**src/common/qcm_consts.vh**
```
// register offsets, field positions, reset values and sizes for the class and queue mapper
`ifndef QCM_CONSTS_VH
`define QCM_CONSTS_VH

// register byte offsets
`define QCM_OFF_CTRL      12'h000
`define QCM_OFF_PRIMAP    12'h004
`define QCM_OFF_COSQ      12'h008
`define QCM_OFF_PORTSET   12'h00C
`define QCM_OFF_VLANCMD   12'h010
`define QCM_OFF_MACLO     12'h014
`define QCM_OFF_MACCMD    12'h018
`define QCM_OFF_WEIGHTS   12'h01C
`define QCM_OFF_STATUS    12'h020
`define QCM_OFF_LASTCLS   12'h024

// control fields
`define QCM_CTRL_STRICT   0
`define QCM_CTRL_PDEF_LO  4
`define QCM_CTRL_PDEF_HI  6

// table command fields
`define QCM_CMD_COS_LO    16
`define QCM_CMD_COS_HI    18
`define QCM_CMD_DEL       24
`define QCM_CMD_SLOT_LO   28
`define QCM_CMD_SLOT_HI   31
`define QCM_PORT_COS_LO   24
`define QCM_PORT_COS_HI   26

// vlan id range and table sizes
`define QCM_VID_MIN       12'h001
`define QCM_VID_MAX       12'h82E
`define QCM_VLAN_SLOTS    16
`define QCM_MAC_SLOTS     16
`define QCM_PORTS         24

// reset values and the read data of unmapped addresses
`define QCM_PRIMAP_RST    24'hFAC688
`define QCM_COSQ_RST      16'hFA50
`define QCM_WEIGHTS_RST   32'h01020408
`define QCM_SLVERR_DATA   32'hDEADBEEF

`endif

```
**src/design/qcm_cam.v**
```verilog
// small associative table: key to class, with add, overwrite and delete by slot
`timescale 1ns/1ps
`default_nettype none
module qcm_cam #(
  parameter KEYW  = 12,
  parameter SLOTS = 16,
  parameter SLOTW = 4
) (
  // clock and reset
  input  wire             sys_clk,
  input  wire             reset_n,
  // programming
  input  wire             wrEn,
  input  wire             wrDel,
  input  wire [SLOTW-1:0] wrSlot,
  input  wire [KEYW-1:0]  wrKey,
  input  wire [2:0]       wrCos,
  // lookup
  input  wire [KEYW-1:0]  lookKey,
  output reg              lookHit,
  output reg  [2:0]       lookCos,
  output wire [SLOTS-1:0] validMap
);
  wire [SLOTS-1:0]   match;
  wire [3*SLOTS-1:0] cosVec;
  integer            k;

  genvar g;
  generate
    for (g = 0; g < SLOTS; g = g + 1) begin : gSlot
      // each entry owns its storage, so no variable is written from two processes
      reg [KEYW-1:0] key_q;
      reg [2:0]      cos_q;
      reg            valid_q;
      // one entry: delete clears valid so the key no longer matches
      always @(posedge sys_clk or negedge reset_n) begin
        if (!reset_n) begin
          key_q   <= {KEYW{1'b0}};
          cos_q   <= 3'h0;
          valid_q <= 1'b0;
        end else if (wrEn && wrSlot == g) begin
          key_q   <= wrKey;
          cos_q   <= wrCos;
          valid_q <= ~wrDel;
        end
      end
      assign match[g]         = valid_q && (key_q == lookKey);
      assign validMap[g]      = valid_q;
      assign cosVec[3*g +: 3] = cos_q;
    end
  endgenerate

  // lowest matching slot wins; software keeps keys unique
  always @* begin
    lookHit = 1'b0;
    lookCos = 3'h0;
    for (k = SLOTS - 1; k >= 0; k = k - 1) begin
      if (match[k]) begin
        lookHit = 1'b1;
        lookCos = cosVec[3*k +: 3];
      end
    end
  end
endmodule // qcm_cam
`default_nettype wire

```
**src/design/qcm_sched.v**
```verilog
// egress queue scheduler: strict priority or weighted round robin over four queues
`timescale 1ns/1ps
`default_nettype none
module qcm_sched (
  // clock and reset
  input  wire        sys_clk,
  input  wire        reset_n,
  // policy
  input  wire        strictMode,
  input  wire [31:0] weights,
  // queues
  input  wire [3:0]  queueReq,
  input  wire        grantTaken,
  output reg  [1:0]  grantQueue,
  output reg         grantValid
);
  reg [1:0] cur_q;
  reg [1:0] cur_d;
  reg [7:0] credit_q;
  reg [7:0] credit_d;
  reg [1:0] pick;
  reg       found;
  integer   i;

  // strict picks highest queue; wrr stays on current queue while credit lasts
  always @* begin
    pick  = 2'h0;
    found = 1'b0;
    if (strictMode) begin
      for (i = 0; i < 4; i = i + 1) begin
        if (queueReq[i]) begin
          pick  = i[1:0];
          found = 1'b1;
        end
      end
    end else if (queueReq[cur_q] && credit_q != 8'h00) begin
      pick  = cur_q;
      found = 1'b1;
    end else begin
      for (i = 4; i >= 1; i = i - 1) begin
        if (queueReq[(cur_q - i[1:0]) & 2'h3]) begin
          pick  = cur_q - i[1:0];
          found = 1'b1;
        end
      end
    end
    grantQueue = pick;
    grantValid = found;
  end

  // credit reload when the grant moves to another queue
  always @* begin
    cur_d    = cur_q;
    credit_d = credit_q;
    if (grantValid && grantTaken && !strictMode) begin
      if (pick != cur_q || credit_q == 8'h00) begin
        cur_d    = pick;
        credit_d = weights[pick*8 +: 8] - 8'h01;
      end else begin
        credit_d = credit_q - 8'h01;
      end
    end
  end

  always @(posedge sys_clk or negedge reset_n) begin
    if (!reset_n) begin
      cur_q    <= 2'h0;
      credit_q <= 8'h00;
    end else begin
      cur_q    <= cur_d;
      credit_q <= credit_d;
    end
  end
endmodule // qcm_sched
`default_nettype wire

```
**src/design/qcm_mapper.v**
```verilog
// class-of-service classifier and egress queue mapper with apb registers
// Behaviour
// - a writable table gives a class 0..7 to vlan ids 1 through 2094.
// - the eight priority levels of a frame's priority tag feed classification.
// - a writable map turns each tagged level 0..7 into a class 0..7.
// - one write gives a set of ingress ports a shared class 0..7.
// - a writable map sends each class 0..7 to egress queue 0..3.
// - queues are served by weighted round robin or strict priority, as selected.
// - a vlan table entry can be deleted and then no longer classifies.
// - class 7 is highest and class 0 lowest.
// - four sources (tag, port, mac, vlan) feed four queues.
// - a writable table gives a class to a mac address.
`timescale 1ns/1ps
`default_nettype none
`include "qcm_consts.vh"
module qcm_mapper #(
  parameter PORTS = `QCM_PORTS,
  parameter SLOTS = `QCM_VLAN_SLOTS
) (
  // clock and reset
  input  wire        sys_clk,
  input  wire        reset_n,
  // apb slave
  input  wire        psel,
  input  wire        penable,
  input  wire        pwrite,
  input  wire [11:0] paddr,
  input  wire [31:0] pwdata,
  output wire        pready,
  output reg  [31:0] prdata,
  output wire        pslverr,
  // frame descriptor from the parser
  input  wire        frmValid,
  input  wire        frmTagged,
  input  wire [2:0]  frmPri,
  input  wire [11:0] frmVid,
  input  wire [4:0]  frmPort,
  input  wire [47:0] frmMac,
  output reg         clsValid,
  output reg  [2:0]  clsCos,
  output reg  [1:0]  clsQueue,
  // egress queue arbitration
  input  wire [3:0]  queueReq,
  input  wire        grantTaken,
  output wire [1:0]  grantQueue,
  output wire        grantValid
);
  // registers
  reg [7:0]        ctrl_q;
  reg [23:0]       priMap_q;
  reg [15:0]       cosQ_q;
  reg [31:0]       weights_q;
  reg [31:0]       macLo_q;
  wire [3*PORTS-1:0] portCosMap;
  reg [15:0]       rejects_q;
  wire             wrAcc;
  wire             rdSetup;
  wire             wrCtrl;
  wire             wrPriMap;
  wire             wrCosQ;
  wire             wrPortSet;
  wire             wrVlanCmd;
  wire             wrMacLo;
  wire             wrMacCmd;
  wire             wrWeights;
  wire             cmdDel;
  wire             vlanReject;
  wire             vlanWr;
  wire             vidOk;
  wire             macWr;
  wire             vHit;
  wire [2:0]       vCos;
  wire             mHit;
  wire [2:0]       mCos;
  wire [SLOTS-1:0] vValid;
  wire [SLOTS-1:0] mValid;
  wire [2:0]       tagCos;
  wire [2:0]       portCos;
  reg  [2:0]       cos_d;
  wire             mapped;
  reg  [31:0]      rdMux;

  // single-cycle slave: access phase always completes at once
  assign pready  = 1'b1;
  assign wrAcc   = psel && penable && pwrite;
  assign rdSetup = psel && !penable && !pwrite;
  assign mapped  = (paddr[1:0] == 2'b00) && (paddr <= `QCM_OFF_LASTCLS);
  assign pslverr = psel && penable && !mapped;

  // one decoded strobe per writable register; every write needs the full access phase
  assign wrCtrl    = wrAcc && (paddr == `QCM_OFF_CTRL);
  assign wrPriMap  = wrAcc && (paddr == `QCM_OFF_PRIMAP);
  assign wrCosQ    = wrAcc && (paddr == `QCM_OFF_COSQ);
  assign wrPortSet = wrAcc && (paddr == `QCM_OFF_PORTSET);
  assign wrVlanCmd = wrAcc && (paddr == `QCM_OFF_VLANCMD);
  assign wrMacLo   = wrAcc && (paddr == `QCM_OFF_MACLO);
  assign wrMacCmd  = wrAcc && (paddr == `QCM_OFF_MACCMD);
  assign wrWeights = wrAcc && (paddr == `QCM_OFF_WEIGHTS);
  assign cmdDel    = pwdata[`QCM_CMD_DEL];

  // vid outside 1..2094 is refused and counted; a delete needs no valid vid
  assign vidOk      = (pwdata[11:0] >= `QCM_VID_MIN) && (pwdata[11:0] <= `QCM_VID_MAX);
  assign vlanWr     = wrVlanCmd && (vidOk || cmdDel);
  assign vlanReject = wrVlanCmd && !vidOk && !cmdDel;
  assign macWr      = wrMacCmd;

  // queue policy and the class for ports beyond the port count
  always @(posedge sys_clk or negedge reset_n) begin
    if (!reset_n)
      ctrl_q <= 8'h00;
    else if (wrCtrl)
      ctrl_q <= pwdata[7:0];
  end

  // tagged priority to class map, identity after reset
  always @(posedge sys_clk or negedge reset_n) begin
    if (!reset_n)
      priMap_q <= `QCM_PRIMAP_RST;
    else if (wrPriMap)
      priMap_q <= pwdata[23:0];
  end

  // class to queue map; the reset map keeps class 7 on the top queue
  always @(posedge sys_clk or negedge reset_n) begin
    if (!reset_n)
      cosQ_q <= `QCM_COSQ_RST;
    else if (wrCosQ)
      cosQ_q <= pwdata[15:0];
  end

  // round robin weights, one byte per queue; zero gives a full 256-grant turn
  always @(posedge sys_clk or negedge reset_n) begin
    if (!reset_n)
      weights_q <= `QCM_WEIGHTS_RST;
    else if (wrWeights)
      weights_q <= pwdata;
  end

  // low mac word waits here until the command write brings the high part
  always @(posedge sys_clk or negedge reset_n) begin
    if (!reset_n)
      macLo_q <= 32'h00000000;
    else if (wrMacLo)
      macLo_q <= pwdata;
  end

  // counter saturates rather than wrapping, so a flood stays visible
  always @(posedge sys_clk or negedge reset_n) begin
    if (!reset_n)
      rejects_q <= 16'h0000;
    else if (vlanReject && rejects_q != 16'hFFFF)
      rejects_q <= rejects_q + 16'h0001;
  end

  // port class: one write loads every port whose bit is set in the port mask
  genvar p;
  generate
    for (p = 0; p < PORTS; p = p + 1) begin : gPort
      reg [2:0] cos_q;
      always @(posedge sys_clk or negedge reset_n) begin
        if (!reset_n)
          cos_q <= 3'h0;
        else if (wrPortSet && pwdata[p])
          cos_q <= pwdata[`QCM_PORT_COS_HI:`QCM_PORT_COS_LO];
      end
      assign portCosMap[3*p +: 3] = cos_q;
    end
  endgenerate

  // vlan to class table
  qcm_cam #(.KEYW(12), .SLOTS(SLOTS), .SLOTW(4)) uVlan (
    .sys_clk  (sys_clk),
    .reset_n  (reset_n),
    .wrEn     (vlanWr),
    .wrDel    (pwdata[`QCM_CMD_DEL]),
    .wrSlot   (pwdata[`QCM_CMD_SLOT_HI:`QCM_CMD_SLOT_LO]),
    .wrKey    (pwdata[11:0]),
    .wrCos    (pwdata[`QCM_CMD_COS_HI:`QCM_CMD_COS_LO]),
    .lookKey  (frmVid),
    .lookHit  (vHit),
    .lookCos  (vCos),
    .validMap (vValid)
  );

  // mac to class table; upper 16 address bits travel with the command
  qcm_cam #(.KEYW(48), .SLOTS(SLOTS), .SLOTW(4)) uMac (
    .sys_clk  (sys_clk),
    .reset_n  (reset_n),
    .wrEn     (macWr),
    .wrDel    (pwdata[`QCM_CMD_DEL]),
    .wrSlot   (pwdata[`QCM_CMD_SLOT_HI:`QCM_CMD_SLOT_LO]),
    .wrKey    ({pwdata[15:0], macLo_q}),
    .wrCos    (pwdata[`QCM_CMD_COS_HI:`QCM_CMD_COS_LO]),
    .lookKey  (frmMac),
    .lookHit  (mHit),
    .lookCos  (mCos),
    .validMap (mValid)
  );

  assign tagCos  = priMap_q[3*frmPri +: 3];
  assign portCos = (frmPort < PORTS) ? portCosMap[3*frmPort +: 3]
                                     : ctrl_q[`QCM_CTRL_PDEF_HI:`QCM_CTRL_PDEF_LO];

  // source precedence among the four classifiers
  always @* begin
    if (mHit)
      cos_d = mCos;
    else if (vHit)
      cos_d = vCos;
    else if (frmTagged)
      cos_d = tagCos;
    else
      cos_d = portCos;
  end

  // registered classification result, one cycle after the descriptor
  always @(posedge sys_clk or negedge reset_n) begin
    if (!reset_n) begin
      clsValid <= 1'b0;
      clsCos   <= 3'h0;
      clsQueue <= 2'h0;
    end else begin
      clsValid <= frmValid;
      if (frmValid) begin
        clsCos   <= cos_d;
        clsQueue <= cosQ_q[2*cos_d +: 2];
      end
    end
  end

  // queue 3 is the highest; default cos map keeps class 7 on it
  qcm_sched uSched (
    .sys_clk    (sys_clk),
    .reset_n    (reset_n),
    .strictMode (ctrl_q[`QCM_CTRL_STRICT]),
    .weights    (weights_q),
    .queueReq   (queueReq),
    .grantTaken (grantTaken),
    .grantQueue (grantQueue),
    .grantValid (grantValid)
  );

  // read mux, looked up while the setup cycle stands
  always @* begin
    rdMux = 32'h00000000;
    case (paddr)
      `QCM_OFF_CTRL:    rdMux = {24'h000000, ctrl_q};
      `QCM_OFF_PRIMAP:  rdMux = {8'h00, priMap_q};
      `QCM_OFF_COSQ:    rdMux = {16'h0000, cosQ_q};
      `QCM_OFF_MACLO:   rdMux = macLo_q;
      `QCM_OFF_WEIGHTS: rdMux = weights_q;
      `QCM_OFF_STATUS:  rdMux = {mValid, vValid};
      `QCM_OFF_LASTCLS: rdMux = {rejects_q, 11'h000, clsQueue, clsCos};
      `QCM_OFF_PORTSET: rdMux = 32'h00000000;
      `QCM_OFF_VLANCMD: rdMux = 32'h00000000;
      `QCM_OFF_MACCMD:  rdMux = 32'h00000000;
      default:          rdMux = `QCM_SLVERR_DATA;
    endcase
  end

  // read data is captured as the setup cycle ends, so the access cycle shows a flop
  // output with no wait state; a value that changes on that very edge is seen old
  always @(posedge sys_clk or negedge reset_n) begin
    if (!reset_n)
      prdata <= 32'h00000000;
    else if (rdSetup)
      prdata <= rdMux;
    else
      prdata <= 32'h00000000;
  end
endmodule // qcm_mapper
`default_nettype wire

```
**config.mk**
```make
export PLATFORM = sky130hd
export DESIGN_NAME = qcm_mapper
export DESIGN_NICKNAME = d
export VERILOG_FILES = /design/src/design/qcm_cam.v /design/src/design/qcm_sched.v /design/src/design/qcm_mapper.v
export VERILOG_INCLUDE_DIRS = /design/src /design/src/common
export SDC_FILE = /design/constraint.sdc
export NUM_CORES = 2
export LEC_CHECK = 0
export BUFFER_PORTS_ARGS = -buffer_cell sky130_fd_sc_hd__buf_2
export CAP_MARGIN = 10
export CORE_MARGIN = 5
export CORE_UTILIZATION = 57
export CTS_CLUSTER_DIAMETER = 50
export CTS_CLUSTER_SIZE = 20
export DETAILED_ROUTE_END_ITERATION = 12
export GPL_TIMING_DRIVEN = 0
export PLACE_DENSITY_LB_ADDON = 0.12
export SETUP_SLACK_MARGIN = 0.4
export SYNTH_ARGS = -nofsm -noshare
export SYNTH_HDL_FRONTEND = slang
export SYNTH_SLANG_ARGS = --single-unit
```
**constraint.sdc**
```tcl
create_clock -name sys_clk -period 3.64 [get_ports sys_clk]
set_input_delay 0.364 -clock sys_clk [delete_from_list [all_inputs] [get_ports sys_clk]]
set_output_delay 0.364 -clock sys_clk [all_outputs]
set_load 0.01 [all_outputs]
```
# Word level (Yosys, flattened, before mapping)
# Cells that the tools add are included.
[classes]
reduce_logical = 125
shift = 4
magnitude_cmp = 8
multipliers = 2
eq_ne = 58
n_addsub = 6
mux = 98
bitwise_logic = 1
[op_table]
columns = ["cell", "n"]
rows = [
  ["equality test 48 bit", 16],
  ["case mux 32 bit (8 select lines)", 1],
  ["equality test 12 bit", 16],
  ["logical AND 1 bit", 110],
  ["2-to-1 mux 3 bit", 36],
  ["variable part select 72 x 8 -> 3 bit", 1],
  ["equality test 12 x 5 -> 1 bit, second input constant", 4],
  ["2-to-1 mux 1 bit", 47],
  ["equality test 4 bit, second input constant", 8],
  ["2-to-1 mux 32 bit", 1],
  ["variable part select 32 x 6 -> 8 bit", 1],
  ["equality test 12 x 4 -> 1 bit, second input constant", 2],
  ["equality test 12 x 6 -> 1 bit, second input constant", 2],
  ["variable part select 24 x 6 -> 3 bit", 1],
  ["adder 16 x 1 -> 16 bit, second input constant", 1],
  ["equality test 4 x 3 -> 1 bit, second input constant", 4],
  ["2-to-1 mux 2 bit", 8],
  ["!= test 16 bit, second input constant", 1],
  ["variable part select 16 x 5 -> 2 bit", 1],
  ["subtractor 8 x 1 -> 8 bit, second input constant", 2],
  ["equality test 12 x 3 -> 1 bit, second input constant", 1],
  [">= comparator 12 x 1 -> 1 bit, second input constant", 1],
  ["less-or-equal comparator 12 bit, second input constant", 1],
  ["less-or-equal comparator 12 x 6 -> 1 bit, second input constant", 1],
  ["21 further kinds", 35],
]
[totals]
inputBits = 124
wordCells = 434
output_inout_bits = 43
register_bits = 1336

# Longest topological paths before layout
[depth]
ltp_word = 21
depth_mapped = 16
mapped_depth_nobuf = 15

# By module
# Synthesis repeated with hierarchy kept, for this count alone.
[hier_totals]
hier_cells = 5157
area_unflattened_um2 = 65833.1
[modules_own_cells]
columns = ["module", "area_each_um2", "seq_area_each_um2", "cells_each", "n_inst"]
rows = [
  ["qcm_cam at uMac", 40850.4, 20820.0, 3161, 1],
  ["qcm_cam at uVlan", 12528.3, 6406.1, 1003, 1],
  ["qcm_mapper", 11044.3, 5985.7, 827, 1],
  ["qcm_sched", 1410.1, 250.2, 166, 1],
]

# Least setup slack after synthesis
# Ideal clock, no wire load.
[synth_timing]
path_kind = "flip-flop to flip-flop"
from = "register uSched.credit_q[5]"
to = "register uSched.credit_q[7]"
n_path_buf = 1
required_ps = 3518
setup_ps = 122
slack_ps = 27
period_less_slack_ps = 3613
stages_incl_launch_ff = 12
arrival_ps = 3492
path_cell_list = "dfrtp_1 -> or4_1 -> or2_2 -> a2111oi_0 -> o31a_1 -> buf_4 -> mux4_2 -> mux2_2 -> nor3_1 -> and3_1 -> xor2_1 -> a32o_1"
[synth_between]
elab_chain_len = 7
elab_cells_between_ends = 15
cone_classes = "2 x add/sub; 1 x eq/ne; 1 x shift; 5 x mux; 6 x reduce/logical"
[synth_lines]
columns = ["item", "line_no", "rtl"]
rows = [
  ["from (decl)", "qcm_sched.v:19", "reg [7:0] credit_q;"],
  ["from (signal assigned)", "qcm_sched.v:71", "credit_q <= credit_d;"],
  ["nonzero test 8 bit *", "qcm_sched.v:36", "end else if (queueReq[cur_q] && credit_q != 8'h00) begin"],
  ["logical AND 1 bit *", "qcm_sched.v:36", ""],
  ["2-to-1 mux 2 bit *", "qcm_sched.v:36", ""],
  ["2-to-1 mux 2 bit *", "qcm_sched.v:29", "if (strictMode) begin"],
  ["net grantQueue[0]", "qcm_mapper.v:45", "output wire [1:0] grantQueue,"],
  ["variable part select 32 x 6 -> 8 bit or != test 2 bit (tied branches)", "qcm_sched.v:58, qcm_sched.v:56", ""],
  ["subtractor 8 x 1 -> 8 bit or logical OR 1 bit (tied branches)", "qcm_sched.v:58, qcm_sched.v:56", ""],
  ["2-to-1 mux 8 bit *", "qcm_sched.v:56", "if (pick != cur_q || credit_q == 8'h00) begin"],
]
# Mark *: on every way through the listed nets, which the timed path passes. The rest lies on a longest branch.
# A chain may end at the register's enable or synchronous reset.

# Worst setup path in the final report
[layout_timing]
from = "input port frmMac[13]"
to = "register clsQueue[0]"
[layout_between]
elab_chain_len = 20
elab_cells_between_ends = 66
cone_classes = "16 x eq/ne; 1 x shift; 33 x mux; 16 x reduce/logical"
[layout_lines]
columns = ["item", "line_no", "rtl"]
rows = [
  ["from (decl)", "qcm_mapper.v:38", "input wire [47:0] frmMac,"],
  ["equality test 48 bit", "qcm_cam.v:47", "assign match[g] = valid_q && (key_q == lookKey);"],
  ["logical AND 1 bit", "qcm_cam.v:47", ""],
  ["2-to-1 mux 3 bit or 2-to-1 mux 1 bit (tied branches) (16 in series)", "qcm_cam.v:58", "if (match[k]) begin"],
  ["2-to-1 mux 3 bit *", "qcm_mapper.v:206", "if (mHit)"],
  ["variable part select 16 x 5 -> 2 bit *", "qcm_mapper.v:226", "clsQueue <= cosQ_q[2*cos_d +: 2];"],
  ["to (signal assigned)", "qcm_mapper.v:226", ""],
  ["to (decl)", "qcm_mapper.v:41", "output reg [1:0] clsQueue,"],
]
# Mark *: on every way between the ends. The rest lies on a longest branch, timed or not.

==> results.cfg <==
[run_status]
status = complete, but fails checks
violations = max-capacitance violations, max-slew violations, negative setup slack

[worst_setup_path]
cp-end-kind = flip-flop
r2r_end = clsQueue[0]$_DFFE_PN0P_
path_class = input pin to flip-flop
cp.required_ns = 4.30
arrival_ns = 4.50
reg2reg_slack_ns = -0.15
ff2ff_path_depth = 14
worst_r2r_startpoint = uMac.gSlot[9].key_q[25]$_DFFE_PN0P_
setup.worst_path.start_class = input pin
worstPathMaxFanout = 10
cp-startpoint = frmMac[13]

[timing]
tns_ns = -0.2823
tightest_slew_ns = 1.508
finalHoldViolations = 0
fin_crit_ns = 3.836
max_slew_margin = -0.005403
fin_crit_sh = 1.054
drv_slew = 12
rsz0062_at_grt = true
skew_ns = 0.03763
holdWs_ns = 0.04800
fmax_ghz = 0.2607
postLayoutSetupSlackWorst_ns = -0.1961
setup_violations = 2

[synth]
yosysWarnings = 0
synth_area_um2 = 64890
syn_avg_cell_area_um2 = 12.74
synth_edf_count = 0
synth_ff_type = dfrtp_1
synth_top_cell_by_area = dfrtp_1
yosysMostFrequentCell = dfrtp_1
ys_seq_elements = 1336
synthesis.nets = 5220
syn_inst = 5094
synth.distinct_cells = 89
ys_seq_area_frac = 0.5156
synthTopCellsByCount = dfrtp_1 (1,312), mux2_2 (1,229), xnor2_1 (573), xor2_1 (347), clkbuf_1 (256)
synth_top_area_frac = 0.5059
synthArstFlopShare = 1.000
synth.top_cells.by_area = dfrtp_1 (51%), mux2_2 (21%), xnor2_1 (7.7%)

[global_route]
first_global_vias = 46200
antenna_found_initial = 27
overflow = 0
grt_pass1_wl_um = 364600
grt_max_degree = 160
grt_usage = 0.4331

[worst_hold_path]
whs_path_depth = 3
whs_endpoint = gPort[15].cos_q[2]$_DFFE_PN0P_
min_path_type = input pin to flip-flop
hp-start = pwdata[15]

[power_and_ir_drop]
cellLeakagePower_nw = 35.14
swShare = 0.2657
finalPower_w = 0.03508
pwr-share-comb = 0.112
p_int_w = 0.02576
powerDensity_nw_per_um2 = 470.9
seqPwrFrac = 0.427
switchingPower_w = 0.009319
p_clk_frac = 0.461
vdd_drop_max_uv = 470.4

[detailed_routing]
route.vias.total = 47686
drtIter0Drc = 6899
post_drt_wl_per_cell_um = 37.70
met1Wirelength_um = 98380
drt-vias-per-instance = 6.766
wl_um = 265700
route.met2.wl_um = 108900
drc = 0
ant_nets = 0
highest_layer = met5
first_pass_iters = 9
route.met3.wl_um = 36750

[die]
rows = 123
core_area_um2 = 112800
initial_core_util = 0.5753
die_w_um = 347.4
die-height_um = 347.4
pin_count = 167
die_area_um2 = 120700

[placed_design]
globalplace.congestion = 1.012
post-dp-hpwl_um = 177100
dpl_cell_area_um2 = 67900
portBuffers = 95

[final_layout]
final_area_um2 = 74500
nNetsFinal = 5541
syn_to_final_growth_pct = 14.80
drive_above_1_share = 0.3657
fill_cells = 8639

[clock_network]
clockBufferDepth = 3
h-tree-depth = 4
clk_latency_ns = 0.79
clk_pin_slew_ns = 0.07
cts_buffers = 142
cts.sink_count = 1336
cts_tree = yes
cts_root_buf = clkbuf_16

[flow_run]
maxCapViolCount = 1
==> registers in the layout, indices dropped and copies added (netlist names) <==
| register | count |
|---|---|
| uMac.gSlot.key_q | 768 |
| clsQueue | 2 |
| priMap_q | 24 |
| prdata | 32 |
| gPort.cos_q | 72 |
| cosQ_q | 16 |
| ctrl_q | 8 |
| clsValid | 1 |
| macLo_q | 32 |
| uVlan.gSlot.key_q | 192 |
| uMac.gSlot.cos_q | 48 |
| uVlan.gSlot.valid_q | 16 |
| uSched.credit_q | 8 |
| clsCos | 3 |
| uVlan.gSlot.cos_q | 48 |
| uSched.cur_q | 2 |
| uMac.gSlot.valid_q | 16 |
| weights_q | 32 |
| rejects_q | 16 |
==> cell type report <==
cell class                 instances  area (µm²)  area share
clock buffer                     172        3999     0.05368
tap                             1500        1877     0.02519
sequential                      1336       33470      0.4492
clock inverter                    89        1169     0.01569
multi-input combinational       3300       30190      0.4053
timing repair buffer             177        1451     0.01948
buffer                           389        2038     0.02736
antenna                           16       40.04   0.0005374
inverter                          69       264.0    0.003544
==> cells by family after synthesis <==
kind of cell / Yosys count / share of synthesized area
flops: 1336 / 0.5156
mux: 1282 / 0.2280
xor+xnor: 920 / 0.1242
simple gates: 741 / 0.06149
buf+inv: 458 / 0.03129
compound gates: 354 / 0.03897
fa+ha+maj: 2 / 0.0003856
other cells: 1 / 0.00005779
==> power groups by stage <==
stage	clock, W	sequential (W)	combinational (W)
after floorplan	0	0.0152	0.00168
after global placement	0	0.0153	0.00303
after detailed placement	0	0.0153	0.00311
after CTS	0.0161	0.0150	0.00355
after global routing	0.0168	0.0150	0.00407
final	0.0162	0.0150	0.00392
==> cells in the final DEF, fill, tap and decap left out, drive strengths merged, types with 61 or more instances in the layout <==
master  count
nand4     139
clkbuf    431
a21oi      61
nor2       82
nor4      121
inv       101
xor2      347
dfrtp    1312
mux2     1229
o21ai      74
xnor2     573
buf       304
nand2     181
==> critical path, stage by stage <==
cell and delay (ns):
buf_2 0.45, buf_4 0.50, xnor2_1 0.13, nand4_1 0.26
nor2_1 0.16, and3_1 0.24, and2_1 0.25, a2111oi_0 0.61
a221oi_2 0.17, o311a_4 0.37, a21o_1 0.17, buf_6 0.14
mux2i_1 0.16, mux2i_1 0.15, a221o_1 0.35
==> what timing repair did <==
item / in CTS / in global routing
pin swaps: 47 / 26
gates resized for setup: 181 / 65
setup buffers: 43 / 8
endpoints found under the setup margin: 926 / 641
hold buffers: 3 / 0
hold endpoints to repair: 122 / 0
gates cloned: 0 / 1
==> metrics by stage <==
step | setup WS [ns] | util | cells
after CTS | -0.04406 | 0.6570 | 7020
after detailed placement | -2.068 | 0.6019 | 6713
final | -0.1961 | 0.6604 | 7048
after global placement | -27.88 | 0.5977 | 6689
after global routing | -0.1341 | 0.6602 | 7038
after floorplan | 0.1920 | - | 5094
==> per-layer routing <==
metal,track usage,vias up
li1,-,18660
met1,0.5691,24746
met2,0.5986,3329
met3,0.1683,943
met4,0.2811,8
met5,0,-
==> worst max-delay path by stage <==
stage / end / slack, ns / depth (start not counted)
CTS: clsQueue[0]$_DFFE_PN0P_ / -0.04 / 13
floorplan: uSched.credit_q[7]$_DFFE_PN0P_ / 0.19 / 11
global route: clsQueue[0]$_DFFE_PN0P_ / -0.13 / 13
finish: clsQueue[0]$_DFFE_PN0P_ / -0.20 / 15
global placement: uMac.gSlot[6].key_q[13]$_DFFE_PN0P_ / -27.88 / 1
detailed placement: clsQueue[0]$_DFFE_PN0P_ / -2.07 / 14
No activity file was read; power rests on OpenSTA's default activity.
